### src/verilog/cdr_pkg.sv
// Constants, types and register map of the clock recovery and data slicer.
// Assumes one clock domain and a same-clock matched filter and slicer upstream.
// Operation
// - Lock drops when no reference edge arrives within the edge-loss window.
// - Start-identifier gap freezes the recovery loop and the edge-loss counter.
// - Edge-loss window counts in sixteenths of a bit period.
// - Nominal widths are 8 samples per chip, 16 per bit, with tolerance windows.
// - Separate chip and bit tolerances widen or tighten the accepted duty cycle.
// - Without rate limiting, rates beyond plus or minus 15% still lock.
// - Lock asserts after run-in count of consecutive valid-width chips.
// - Preset estimate, proportional to chip period, initialises the recovery oscillator.
// - With rate limit on, estimate beyond either threshold blocks lock.
// - Rate-limit enable per configuration, off by default; thresholds shared.
// - Default thresholds reject nearly all packets off by 10% or more.
// - Chip mode slices to +1, -1, or 0 inside the zero band.
// - Chip -1 gives zero, +1 gives one, 0 repeats the previous chip.
// - Bit mode slices at zero only, then applies line decoding.
// - Slicer values 0x90, 0x94, 0x95 select chip mode.
// - Slicer value 0x75 selects bit mode, full sensitivity, no violations.
// - Line decoder turns chips into bits by the selected Bi-phase scheme.
// - Encoding selects Manchester, differential, space or mark; inversion bit.
// - Oscillator produces the chip clock at twice the data rate.
// - End of message drops lock and resynchronises on the next telegram.
package cdr_pkg;

  // ----------------------------------------------------------------------
  // Register map, byte addresses
  // ----------------------------------------------------------------------
  localparam logic [7:0] ADDR_RUNIN = 8'h00;
  localparam logic [7:0] ADDR_EDGE_LOSS = 8'h04;
  localparam logic [7:0] ADDR_TOL = 8'h08;
  localparam logic [7:0] ADDR_RATE_THR = 8'h0C;
  localparam logic [7:0] ADDR_SLICER = 8'h10;
  localparam logic [7:0] ADDR_CODING = 8'h14;
  localparam logic [7:0] ADDR_STATUS = 8'h18;

  // ----------------------------------------------------------------------
  // Field positions
  // ----------------------------------------------------------------------
  localparam int RUNIN_A_LSB = 0;
  localparam int RATE_EN_A_BIT = 4;
  localparam int RUNIN_B_LSB = 8;
  localparam int RATE_EN_B_BIT = 12;
  localparam int BIT_TOL_LSB = 8;
  localparam int NEG_THR_LSB = 8;
  localparam int ZERO_BAND_LSB = 8;
  localparam int INVERT_BIT = 2;

  // ----------------------------------------------------------------------
  // Reset values
  // ----------------------------------------------------------------------
  localparam logic [3:0] RUNIN_CHIPS_RST = 4'h6;
  localparam logic [7:0] EDGE_LOSS_RST = 8'h30;
  localparam logic [3:0] CHIP_TOL_RST = 4'h2;
  localparam logic [3:0] BIT_TOL_RST = 4'h3;
  localparam logic [7:0] POS_THR_RST = 8'h02;
  localparam logic [7:0] NEG_THR_RST = 8'hFE;
  localparam logic [7:0] SLICER_CFG_RST = 8'h75;
  localparam logic [7:0] ZERO_BAND_RST = 8'h04;

  // ----------------------------------------------------------------------
  // Slicer configuration codes
  // ----------------------------------------------------------------------
  localparam logic [7:0] SLC_CHIP_EOM_CV = 8'h90;
  localparam logic [7:0] SLC_CHIP_EOM_LEN = 8'h94;
  localparam logic [7:0] SLC_CHIP_TRANSP = 8'h95;
  localparam logic [7:0] SLC_BIT = 8'h75;

  // ----------------------------------------------------------------------
  // Timing figures, in samples and quarter samples
  // ----------------------------------------------------------------------
  localparam logic [5:0] CHIP_SAMPLES = 6'h08;
  localparam logic [5:0] BIT_SAMPLES = 6'h10;
  localparam logic [5:0] WIDTH_MAX = 6'h3F;
  localparam logic [7:0] AGE_MAX = 8'hFF;
  localparam int HIST_DEPTH = 4;
  localparam logic [7:0] NOM_SUM = 8'h20;
  localparam logic [7:0] PERIOD_MIN = 8'h10;
  localparam logic [7:0] PERIOD_MAX = 8'hFC;
  localparam logic signed [9:0] PHASE_STEP = 10'sh004;
  localparam logic [3:0] CHIP_CNT_MAX = 4'hF;

  // ----------------------------------------------------------------------
  // Types
  // ----------------------------------------------------------------------
  typedef enum logic [1:0] {
    SYM_ZERO = 2'h0,
    SYM_POS = 2'h1,
    SYM_NEG = 2'h2
  } sym_t;

  typedef enum logic [1:0] {
    CODE_MANCH = 2'h0,
    CODE_DIFF = 2'h1,
    CODE_SPACE = 2'h2,
    CODE_MARK = 2'h3
  } coding_t;

  typedef enum logic [2:0] {
    ST_HUNT = 3'h1,
    ST_RUNIN = 3'h2,
    ST_LOCKED = 3'h4
  } cdr_state_t;

endpackage

### src/verilog/chip_link_if.sv
// Chip hand-off between the recovery core and the line decoder.
// Assumes both ends run on the same clock.
interface chip_link_if;
  import cdr_pkg::*;
  logic chipStb;
  logic chipIn;
  logic restart;
  coding_t coding;
  logic invert;
  logic bitStb;
  logic bitVal;

  modport ctl (output chipStb, chipIn, restart, coding, invert, input bitStb, bitVal);
  modport dec (input chipStb, chipIn, restart, coding, invert, output bitStb, bitVal);
endinterface

### src/verilog/clock_recovery_and_data_slicer.sv
// Symbol clock recovery, lock detection and data slicing for the baseband.
// Assumes filter samples, the recovery slicer level and framer flags on mclk.
//
// Added by the designer: the address-and-strobe port and the placing of the registers.
module clock_recovery_and_data_slicer import cdr_pkg::*; (
  input wire logic mclk,
  input wire logic sys_rst,
  input wire logic sampleStb,
  input wire logic signed [7:0] filterVal,
  input wire logic recoveryRef,
  input wire logic configSel,
  input wire logic frameGap,
  input wire logic endOfMessage,
  input wire logic [7:0] regAddr,
  input wire logic [31:0] regWdata,
  input wire logic regWr,
  input wire logic regRd,
  output logic [31:0] regRdata,
  output logic chipStreamOut,
  output logic chipStreamStrobe,
  output logic symSyncLock,
  output logic chipClock
);

  // ----------------------------------------------------------------------
  // Declarations
  // ----------------------------------------------------------------------
  logic [3:0] runinChipsA;
  logic [3:0] runinChipsB;
  logic rateEnA;
  logic rateEnB;
  logic [7:0] edgeLossWindow;
  logic [3:0] chipTol;
  logic [3:0] bitTol;
  logic [7:0] posThr;
  logic [7:0] negThr;
  logic [7:0] slicerCfg;
  logic [7:0] zeroBand;
  coding_t coding;
  logic invert;

  cdr_state_t state;
  cdr_state_t next_state;
  logic refPrev;
  logic refEdge;
  logic [5:0] widthCnt;
  logic [7:0] edgeAge;
  logic [3:0] validChips;
  logic [5:0] hist [HIST_DEPTH];
  logic [7:0] sum4;
  logic chipOk;
  logic bitOk;
  logic [3:0] runinChips;
  logic rateEn;
  logic signed [8:0] rateDev;
  logic rateBlocked;
  logic ageExpired;
  logic lockStart;
  logic [7:0] phase;
  logic [7:0] period;
  logic [7:0] halfPeriod;
  logic signed [9:0] phaseErr;
  logic signed [9:0] adjPhase;
  logic [7:0] next_phase;
  logic [7:0] next_period;
  logic chipTick;
  logic chipMode;
  logic lastChip;
  logic slicedChip;
  sym_t sym;

  chip_link_if link ();

  // ----------------------------------------------------------------------
  // Helpers
  // ----------------------------------------------------------------------
  function automatic logic inWindow(input logic [5:0] width, input logic [5:0] nominal,
                                    input logic [3:0] tol);
    logic [5:0] diff;
    diff = (width > nominal) ? width - nominal : nominal - width;
    inWindow = (diff <= {2'b00, tol});
  endfunction

  function automatic logic isChipMode(input logic [7:0] cfg);
    isChipMode = (cfg == SLC_CHIP_EOM_CV) || (cfg == SLC_CHIP_EOM_LEN) ||
                 (cfg == SLC_CHIP_TRANSP);
  endfunction

  // ----------------------------------------------------------------------
  // Register writes
  // ----------------------------------------------------------------------
  always_ff @(posedge mclk) begin
    if (sys_rst) begin
      runinChipsA <= RUNIN_CHIPS_RST;
      runinChipsB <= RUNIN_CHIPS_RST;
      rateEnA <= 1'b0;
      rateEnB <= 1'b0;
      edgeLossWindow <= EDGE_LOSS_RST;
      chipTol <= CHIP_TOL_RST;
      bitTol <= BIT_TOL_RST;
      posThr <= POS_THR_RST;
      negThr <= NEG_THR_RST;
      slicerCfg <= SLICER_CFG_RST;
      zeroBand <= ZERO_BAND_RST;
      coding <= CODE_MANCH;
      invert <= 1'b0;
    end else if (regWr) begin
      if (regAddr == ADDR_RUNIN) begin
        runinChipsA <= regWdata[RUNIN_A_LSB +: 4];
        rateEnA <= regWdata[RATE_EN_A_BIT];
        runinChipsB <= regWdata[RUNIN_B_LSB +: 4];
        rateEnB <= regWdata[RATE_EN_B_BIT];
      end else if (regAddr == ADDR_EDGE_LOSS) begin
        edgeLossWindow <= regWdata[7:0];
      end else if (regAddr == ADDR_TOL) begin
        chipTol <= regWdata[3:0];
        bitTol <= regWdata[BIT_TOL_LSB +: 4];
      end else if (regAddr == ADDR_RATE_THR) begin
        posThr <= regWdata[7:0];
        negThr <= regWdata[NEG_THR_LSB +: 8];
      end else if (regAddr == ADDR_SLICER) begin
        slicerCfg <= regWdata[7:0];
        zeroBand <= regWdata[ZERO_BAND_LSB +: 8];
      end else if (regAddr == ADDR_CODING) begin
        coding <= coding_t'(regWdata[1:0]);
        invert <= regWdata[INVERT_BIT];
      end
    end
  end

  // ----------------------------------------------------------------------
  // Register reads
  // ----------------------------------------------------------------------
  always_ff @(posedge mclk) begin
    if (sys_rst || !regRd) begin
      regRdata <= 32'h0000_0000;
    end else if (regAddr == ADDR_RUNIN) begin
      regRdata <= {19'h0_0000, rateEnB, runinChipsB, 3'h0, rateEnA, runinChipsA};
    end else if (regAddr == ADDR_EDGE_LOSS) begin
      regRdata <= {24'h00_0000, edgeLossWindow};
    end else if (regAddr == ADDR_TOL) begin
      regRdata <= {20'h0_0000, bitTol, 4'h0, chipTol};
    end else if (regAddr == ADDR_RATE_THR) begin
      regRdata <= {16'h0000, negThr, posThr};
    end else if (regAddr == ADDR_SLICER) begin
      regRdata <= {16'h0000, zeroBand, slicerCfg};
    end else if (regAddr == ADDR_CODING) begin
      regRdata <= {29'h0000_0000, invert, coding};
    end else if (regAddr == ADDR_STATUS) begin
      regRdata <= {5'h00, state, period, rateDev[7:0], 6'h00, rateBlocked, symSyncLock};
    end else begin
      regRdata <= 32'h0000_0000;
    end
  end

  // ----------------------------------------------------------------------
  // Pulse width judgement
  // ----------------------------------------------------------------------
  always_comb begin
    runinChips = configSel ? runinChipsB : runinChipsA;
    rateEn = configSel ? rateEnB : rateEnA;
    chipMode = isChipMode(slicerCfg);
    refEdge = sampleStb && (recoveryRef != refPrev);
    chipOk = inWindow(widthCnt, CHIP_SAMPLES, chipTol);
    bitOk = inWindow(widthCnt, BIT_SAMPLES, bitTol);
    sum4 = 8'h00;
    for (int i = 0; i < HIST_DEPTH; i++) begin
      sum4 = sum4 + {2'b00, hist[i]};
    end
    // Positive deviation means the sender runs fast
    rateDev = $signed({1'b0, NOM_SUM}) - $signed({1'b0, sum4});
    // Disabled limiting accepts any rate the windows pass
    rateBlocked = rateEn && ((rateDev > $signed({posThr[7], posThr})) ||
                  (rateDev < $signed({negThr[7], negThr})));
    // Unit is one sample, a sixteenth of a bit
    ageExpired = (edgeAge > edgeLossWindow) && !frameGap;
  end

  always_ff @(posedge mclk) begin
    if (sys_rst) begin
      refPrev <= 1'b0;
      widthCnt <= 6'h00;
    end else if (sampleStb) begin
      refPrev <= recoveryRef;
      if (refEdge) begin
        widthCnt <= 6'h01;
      end else if (widthCnt != WIDTH_MAX) begin
        widthCnt <= widthCnt + 6'h01;
      end
    end
  end

  always_ff @(posedge mclk) begin
    if (sys_rst || state == ST_HUNT) begin
      edgeAge <= 8'h00;
    end else if (refEdge) begin
      edgeAge <= 8'h00;
    end else if (sampleStb && !frameGap && edgeAge != AGE_MAX) begin
      edgeAge <= edgeAge + 8'h01;
    end
  end

  // ----------------------------------------------------------------------
  // Preset estimator, last four chip widths
  // ----------------------------------------------------------------------
  always_ff @(posedge mclk) begin
    if (sys_rst) begin
      for (int i = 0; i < HIST_DEPTH; i++) begin
        hist[i] <= CHIP_SAMPLES;
      end
    end else if (refEdge && state != ST_LOCKED && (chipOk || bitOk)) begin
      hist[0] <= chipOk ? widthCnt : {1'b0, widthCnt[5:1]};
      for (int i = 1; i < HIST_DEPTH; i++) begin
        hist[i] <= hist[i - 1];
      end
    end
  end

  // ----------------------------------------------------------------------
  // Lock state machine
  // ----------------------------------------------------------------------
  always_comb begin
    next_state = state;
    case (state)
      ST_HUNT: begin
        if (refEdge) begin
          next_state = ST_RUNIN;
        end
      end
      ST_RUNIN: begin
        if (ageExpired) begin
          next_state = ST_HUNT;
        end else if (validChips >= runinChips && !rateBlocked) begin
          next_state = ST_LOCKED;
        end
      end
      ST_LOCKED: begin
        if (ageExpired) begin
          next_state = ST_HUNT;
        end
      end
      default: next_state = ST_HUNT;
    endcase
    if (endOfMessage) begin
      next_state = ST_HUNT;
    end
    lockStart = (state == ST_RUNIN) && (next_state == ST_LOCKED);
  end

  always_ff @(posedge mclk) begin
    if (sys_rst) begin
      state <= ST_HUNT;
      symSyncLock <= 1'b0;
    end else begin
      state <= next_state;
      symSyncLock <= (next_state == ST_LOCKED);
    end
  end

  always_ff @(posedge mclk) begin
    if (sys_rst || state != ST_RUNIN) begin
      validChips <= 4'h0;
    end else if (refEdge) begin
      if (chipOk && validChips != CHIP_CNT_MAX) begin
        validChips <= validChips + 4'h1;
      end else if (bitOk && validChips < CHIP_CNT_MAX - 4'h1) begin
        validChips <= validChips + 4'h2;
      end else if (!chipOk && !bitOk) begin
        validChips <= 4'h0;
      end
    end
  end

  // ----------------------------------------------------------------------
  // Recovery oscillator, quarter-sample phase
  // ----------------------------------------------------------------------
  always_comb begin
    halfPeriod = {1'b0, period[7:1]};
    phaseErr = (phase < halfPeriod) ? $signed({2'b00, phase}) :
               $signed({2'b00, phase}) - $signed({2'b00, period});
    adjPhase = $signed({2'b00, phase}) + PHASE_STEP;
    next_period = period;
    if (refEdge) begin
      adjPhase = adjPhase - (phaseErr >>> 1);
      next_period = 8'(period + 8'(phaseErr >>> 3));
      if (next_period < PERIOD_MIN || next_period > PERIOD_MAX) begin
        next_period = period;
      end
    end
    if (adjPhase < 0) begin
      adjPhase = 10'sh000;
    end
    chipTick = sampleStb && (adjPhase >= $signed({2'b00, period}));
    next_phase = (adjPhase >= $signed({2'b00, period})) ?
                 8'(adjPhase - $signed({2'b00, period})) : adjPhase[7:0];
  end

  // Loop frozen during a start-identifier gap
  always_ff @(posedge mclk) begin
    if (sys_rst) begin
      phase <= 8'h00;
      period <= NOM_SUM;
    end else if (lockStart) begin
      phase <= 8'h00;
      period <= sum4;
    end else if (state == ST_LOCKED && sampleStb && !frameGap) begin
      phase <= next_phase;
      period <= next_period;
    end
  end

  // High for the first half of each chip, two chips per bit
  always_ff @(posedge mclk) begin
    if (sys_rst || state != ST_LOCKED) begin
      chipClock <= 1'b0;
    end else if (sampleStb && !frameGap) begin
      chipClock <= (next_phase < halfPeriod);
    end
  end

  // ----------------------------------------------------------------------
  // Slicing and output stream
  // ----------------------------------------------------------------------
  symbol_slicer slicer (
    .filterVal(filterVal),
    .zeroBand(zeroBand),
    .chipMode(chipMode),
    .sym(sym)
  );

  always_comb begin
    case (sym)
      SYM_POS: slicedChip = 1'b1;
      SYM_NEG: slicedChip = 1'b0;
      default: slicedChip = lastChip;
    endcase
  end

  assign link.chipStb = chipTick && state == ST_LOCKED && !frameGap && !chipMode;
  assign link.chipIn = slicedChip;
  assign link.restart = lockStart;
  assign link.coding = coding;
  assign link.invert = invert;

  line_decoder decoder (
    .mclk(mclk),
    .sys_rst(sys_rst),
    .link(link.dec)
  );

  always_ff @(posedge mclk) begin
    if (sys_rst) begin
      lastChip <= 1'b0;
      chipStreamOut <= 1'b0;
      chipStreamStrobe <= 1'b0;
    end else begin
      chipStreamStrobe <= 1'b0;
      if (chipMode && chipTick && state == ST_LOCKED && !frameGap) begin
        lastChip <= slicedChip;
        chipStreamOut <= slicedChip;
        chipStreamStrobe <= 1'b1;
      end else if (!chipMode && link.bitStb) begin
        chipStreamOut <= link.bitVal;
        chipStreamStrobe <= 1'b1;
      end
    end
  end

endmodule // clock_recovery_and_data_slicer

### src/verilog/symbol_slicer.sv
// Ternary or binary slicer of the matched filter value.
// Assumes a signed filter value on the same clock; purely combinational.
module symbol_slicer import cdr_pkg::*; (
  input wire logic signed [7:0] filterVal,
  input wire logic [7:0] zeroBand,
  input wire logic chipMode,
  output sym_t sym
);

  logic signed [8:0] bandPos;
  logic signed [8:0] bandNeg;

  always_comb begin
    bandPos = $signed({1'b0, zeroBand});
    bandNeg = -$signed({1'b0, zeroBand});
    if (chipMode) begin
      // Zero band costs sensitivity but exposes violations
      if ($signed({filterVal[7], filterVal}) > bandPos) begin
        sym = SYM_POS;
      end else if ($signed({filterVal[7], filterVal}) < bandNeg) begin
        sym = SYM_NEG;
      end else begin
        sym = SYM_ZERO;
      end
    end else begin
      // Single threshold at zero, zero counts as positive
      sym = filterVal[7] ? SYM_NEG : SYM_POS;
    end
  end

endmodule // symbol_slicer

### src/verilog/line_decoder.sv
// Pairs chips into bits according to the selected Bi-phase code.
// Assumes chip strobes from the recovery core on the same clock.
module line_decoder import cdr_pkg::*; (
  input wire logic mclk,
  input wire logic sys_rst,
  chip_link_if.dec link
);

  logic secondHalf;
  logic firstChip;
  logic prevSecond;
  logic chipVal;
  logic next_bit;

  always_comb begin
    chipVal = link.chipIn ^ link.invert;
    case (link.coding)
      CODE_MANCH: next_bit = firstChip;
      CODE_DIFF: next_bit = (firstChip == prevSecond);
      CODE_SPACE: next_bit = (firstChip == chipVal);
      CODE_MARK: next_bit = (firstChip != chipVal);
      default: next_bit = firstChip;
    endcase
  end

  // ----------------------------------------------------------------------
  // Chip pairing
  // ----------------------------------------------------------------------
  always_ff @(posedge mclk) begin
    if (sys_rst || link.restart) begin
      secondHalf <= 1'b0;
      firstChip <= 1'b0;
      prevSecond <= 1'b0;
    end else if (link.chipStb) begin
      secondHalf <= ~secondHalf;
      if (secondHalf) begin
        prevSecond <= chipVal;
      end else begin
        firstChip <= chipVal;
      end
    end
  end

  always_ff @(posedge mclk) begin
    if (sys_rst) begin
      link.bitStb <= 1'b0;
      link.bitVal <= 1'b0;
    end else begin
      link.bitStb <= link.chipStb && secondHalf && !link.restart;
      if (link.chipStb && secondHalf) begin
        link.bitVal <= next_bit;
      end
    end
  end

endmodule // line_decoder

### config.mk
export PLATFORM = sky130hd
export DESIGN_NAME = clock_recovery_and_data_slicer
export DESIGN_NICKNAME = d
export VERILOG_FILES = /design/src/verilog/cdr_pkg.sv /design/src/verilog/chip_link_if.sv /design/src/verilog/clock_recovery_and_data_slicer.sv /design/src/verilog/symbol_slicer.sv /design/src/verilog/line_decoder.sv
export SDC_FILE = /design/constraint.sdc
export NUM_CORES = 1
export LEC_CHECK = 0
export BUFFER_PORTS_ARGS = -buffer_cell sky130_fd_sc_hd__buf_2
export CAP_MARGIN = 25
export CORE_MARGIN = 2
export CORE_UTILIZATION = 68
export CTS_BUF_LIST = sky130_fd_sc_hd__clkbuf_2
export CTS_CLUSTER_DIAMETER = 120
export DETAILED_ROUTE_END_ITERATION = 10
export PLACE_DENSITY_LB_ADDON = 0.05
export SYNTH_ARGS = -nofsm -noshare
export SYNTH_HDL_FRONTEND = slang
export SYNTH_SLANG_ARGS = --single-unit
### constraint.sdc
create_clock -name mclk -period 9.9 [get_ports mclk]
set_input_delay 2.97 -clock mclk [delete_from_list [all_inputs] [get_ports mclk]]
set_output_delay 2.97 -clock mclk [all_outputs]
set_load 0.02 [all_outputs]
==> results_dict.tcl <==
set metrics [dict create \
    run_status "complete, no violations" \
    gp_congestion 0.955 \
    initial_utilization_pct 68.6 \
    io_buffers 71 \
    cts_tree "yes" \
    first_global_vias 9476 \
    cts_made_buffers 17 \
    finalSetupViolCount 0 \
    die-area_sq_mm 0.0176 \
    chipWidth_um 133 \
    fill_cells 1310 \
    grt_use_total_pct 32.5 \
    worstSetupStartpointType "flip-flop" \
    finalSetupTns_ns 0 \
    cts.sinks 160 \
    rows 47 \
    synth_area_sq_mm 0.0113 \
    first_iter_violations 934 \
    yosys.area.top_type_share_pct 24.2 \
    core_sq_mm 0.0164 \
    fin_ws_ns 2.44 \
    path_depth 28 \
    hold_class "reg2reg" \
    r2r-end "chipClock$_SDFFE_PP0P_" \
    slowest_delay_ns 0.55 \
    antenna_found_initial 1 \
    yosysMostFrequentCell "nand2_1" \
    tightest_slew_ns 0.833 \
    cp.required_ns 10.63 \
    max-clock-path-buffers 2 \
    path_buf_inv 4 \
    fin_skew_ns 0.0491 \
    drive_above_1_share_pct 10.4 \
    grt.overflow.total 0 \
    finalCriticalPeriod_ns 7.46 \
    power_density_mw_per_mm2 124 \
    ys_types 79 \
    synth-edff-count 24 \
    slowest_stage "dfxtp_1" \
    via_count 9815 \
    yosys_warnings 0 \
    slew_headroom_pct 44.3 \
    period_share_pct 75.3 \
    final_nets 1592 \
    crit_family "compound AO/OA/AOI/OAI gates" \
    clock_latency_ns 0.78 \
    leakagePower_nw 5.18 \
    drc 0 \
    synthTopCellsByArea "dfxtp_1, ha_1, edfxtp_1" \
    cts_hold_buf 0 \
    r2r_slack_ns 2.44 \
    r2r-start "period[1]$_SDFFE_PP0P_" \
    cts_max_level 4 \
    worstSetupEndpoint "chipClock$_SDFFE_PP0P_" \
    avgRoutedWirePerCell_um 17.0 \
    rsz0062_at_grt "false" \
    netlist_instances 1346 \
    synthFlopType "dfxtp_1" \
    finalHoldViolCount 0 \
    clockRootBuffer "clkbuf_2" \
    yosys.area.top_type "dfxtp_1" \
    startpoint "period[1]$_SDFFE_PP0P_" \
    firstDrtPassIters 6 \
    via_per_inst 6.02 \
    synthTopCellsByCount "nand2_1, dfxtp_1, nor2_1" \
    postCtsResizedCells 0 \
    critPathKind "reg2reg" \
    final_max_slew_viol_count 0 \
    totalWireLength_mm 27.7 \
    ant_nets 0 \
    seq_area_frac_synth_pct 30.6 \
    syn_avg_cell_area_sq_um 8.36 \
    peakVddDrop_mv 0.114 \
    clkTransAtPathRegs_ns 0.27 \
    area_delta_synth_final_pct 6.55 \
    crit_top_cell "a21oi_1" \
    r2r_cells 28 \
    dp_hpwl_mm 21.2 \
    cp.arrival_ns 8.19 \
    dpl_worst_slack_ns 2.07 \
    ys_ff_latch 160 \
    drv_cap 0 \
    grt_pass1_wl_mm 46.4 \
    path_max_fanout 9 \
    synthArstFlopShare_pct 0 \
    grt_start_max_net_pins 71 \
    cts_setup_buffers 0 \
    endpoint_kind "flip-flop" \
    io_pins 93 \
    clock.fmax_ghz 0.134 \
    die-height_um 133 \
]
[logic make-up after synthesis]
kind of cell,Yosys count,synth area share (%)
DFF,160,30.6
xor gates and xnor gates,59,4.66
buffers and inverters,169,5.85
and+or+nand+nor,500,21.4
AOI/OAI and AO/OA,268,16.1
other,1,0.0333
adders and majority gates,139,16.5
muxes,50,4.80
[flip-flops by register name (all words and copies together), names as in the netlist, 6 cells and up]
| register | count |
|---|---|
| widthCnt | 6 |
| edgeAge | 8 |
| phase | 8 |
| edgeLossWindow | 8 |
| posThr | 8 |
| zeroBand | 8 |
| period | 8 |
| hist | 24 |
| slicerCfg | 8 |
| negThr | 8 |
| regRdata | 27 |
[layout by cell type (no fill, tap or decap), types with 6 or more instances in the layout]
cell      Yosys  final
nand2_1     155    155
dfxtp_1     136    136
nor2_1      124    124
ha_1        123    123
inv_1       116    116
a21oi_1      85     85
buf_2         4     70
nor3_1       51     51
o21ai_0      44     44
xnor2_1      41     41
mux2i_1      36     36
nand3_1      30     30
nand2b_1     24     24
edfxtp_1     24     24
nand3b_1     22     22
nor2b_1      18     18
clkbuf_2      0     18
nand4_1      17     17
xor2_1       17     17
fa_1         16     16
and2_1       12     12
a31oi_1      12     12
mux2_2       12     12
a211oi_1     11     11
o21a_1       10     10
or3_1        10     10
a221oi_1      9      9
buf_4         5      9
and3_1        8      8
a21o_1        8      8
o211ai_1      8      8
a22oi_1       7      7
o21bai_1      6      6
o41ai_1       6      6
nor4_1        6      6
a211o_1       6      6
[layer usage]
| layer | GRT usage, % | wire (um) |
|---|---|---|
| met1 | 43.6 | 12400 |
| met2 | 52.9 | 12900 |
| met3 | 5.17 | 1560 |
| met4 | 12.2 | 867 |
| met5 | 0 | 0 |
[worst register-to-register path: cells and delay by family, from the launching register on]
family | cells | cell delay, ns
xor gates and xnor gates | 1 | 0.47
DFF | 1 | 0.55
and+or+nand+nor | 4 | 0.74
AOI/OAI and AO/OA | 14 | 3.16
adders and majority gates | 4 | 1.42
muxes | 1 | 0.39
buffers and inverters | 4 | 0.70
[power by group]
| part | leakage, nW | internal (mW) | switching (mW) |
|---|---|---|---|
| sequential | 1.34 | 0.671 | 0.00501 |
| clock | 0.135 | 0.0809 | 0.279 |
| combinational | 3.71 | 0.171 | 0.277 |
[per-stage QoR]
stage,hold slack [ns],std cells,util [%],power [mW],cell area [sq um]
final,0.480,1630,73.1,1.48,12000
after global placement,0.442,1594,71.5,1.11,11700
after detailed placement,0.455,1596,71.6,1.13,11700
after floorplan,0.436,1350,-,1.01,11300
after global routing,0.514,1630,73.1,1.57,12000
after CTS,0.482,1628,73.0,1.48,12000
[how the worst min path moves through the flow]
stage	start	endpoint	cells past startpoint
4_1_cts	chipTol[3]$_SDFFE_PP0P_	chipTol[3]$_SDFFE_PP0P_	2
2_1_floorplan	chipTol[3]$_SDFFE_PP0P_	chipTol[3]$_SDFFE_PP0P_	2
6_report	chipTol[3]$_SDFFE_PP0P_	chipTol[3]$_SDFFE_PP0P_	2
5_1_grt	bitTol[2]$_SDFFE_PP0P_	bitTol[2]$_SDFFE_PP0P_	2
3_5_place_dp	chipTol[3]$_SDFFE_PP0P_	chipTol[3]$_SDFFE_PP0P_	2
3_3_place_gp	chipTol[3]$_SDFFE_PP0P_	chipTol[3]$_SDFFE_PP0P_	2
[final cells by class]
cell class,count,area (sq um),area share (%)
multi-input cells,1021,7170,59.8
flip-flops and latches,160,3440,28.7
inverters,116,435,3.63
repair buffers,80,433,3.61
well taps,220,275,2.30
clock inverters,14,144,1.20
clock buffers,18,90.1,0.751
diodes,1,2.50,0.0209
No activity file was read; power rests on OpenSTA's default activity.
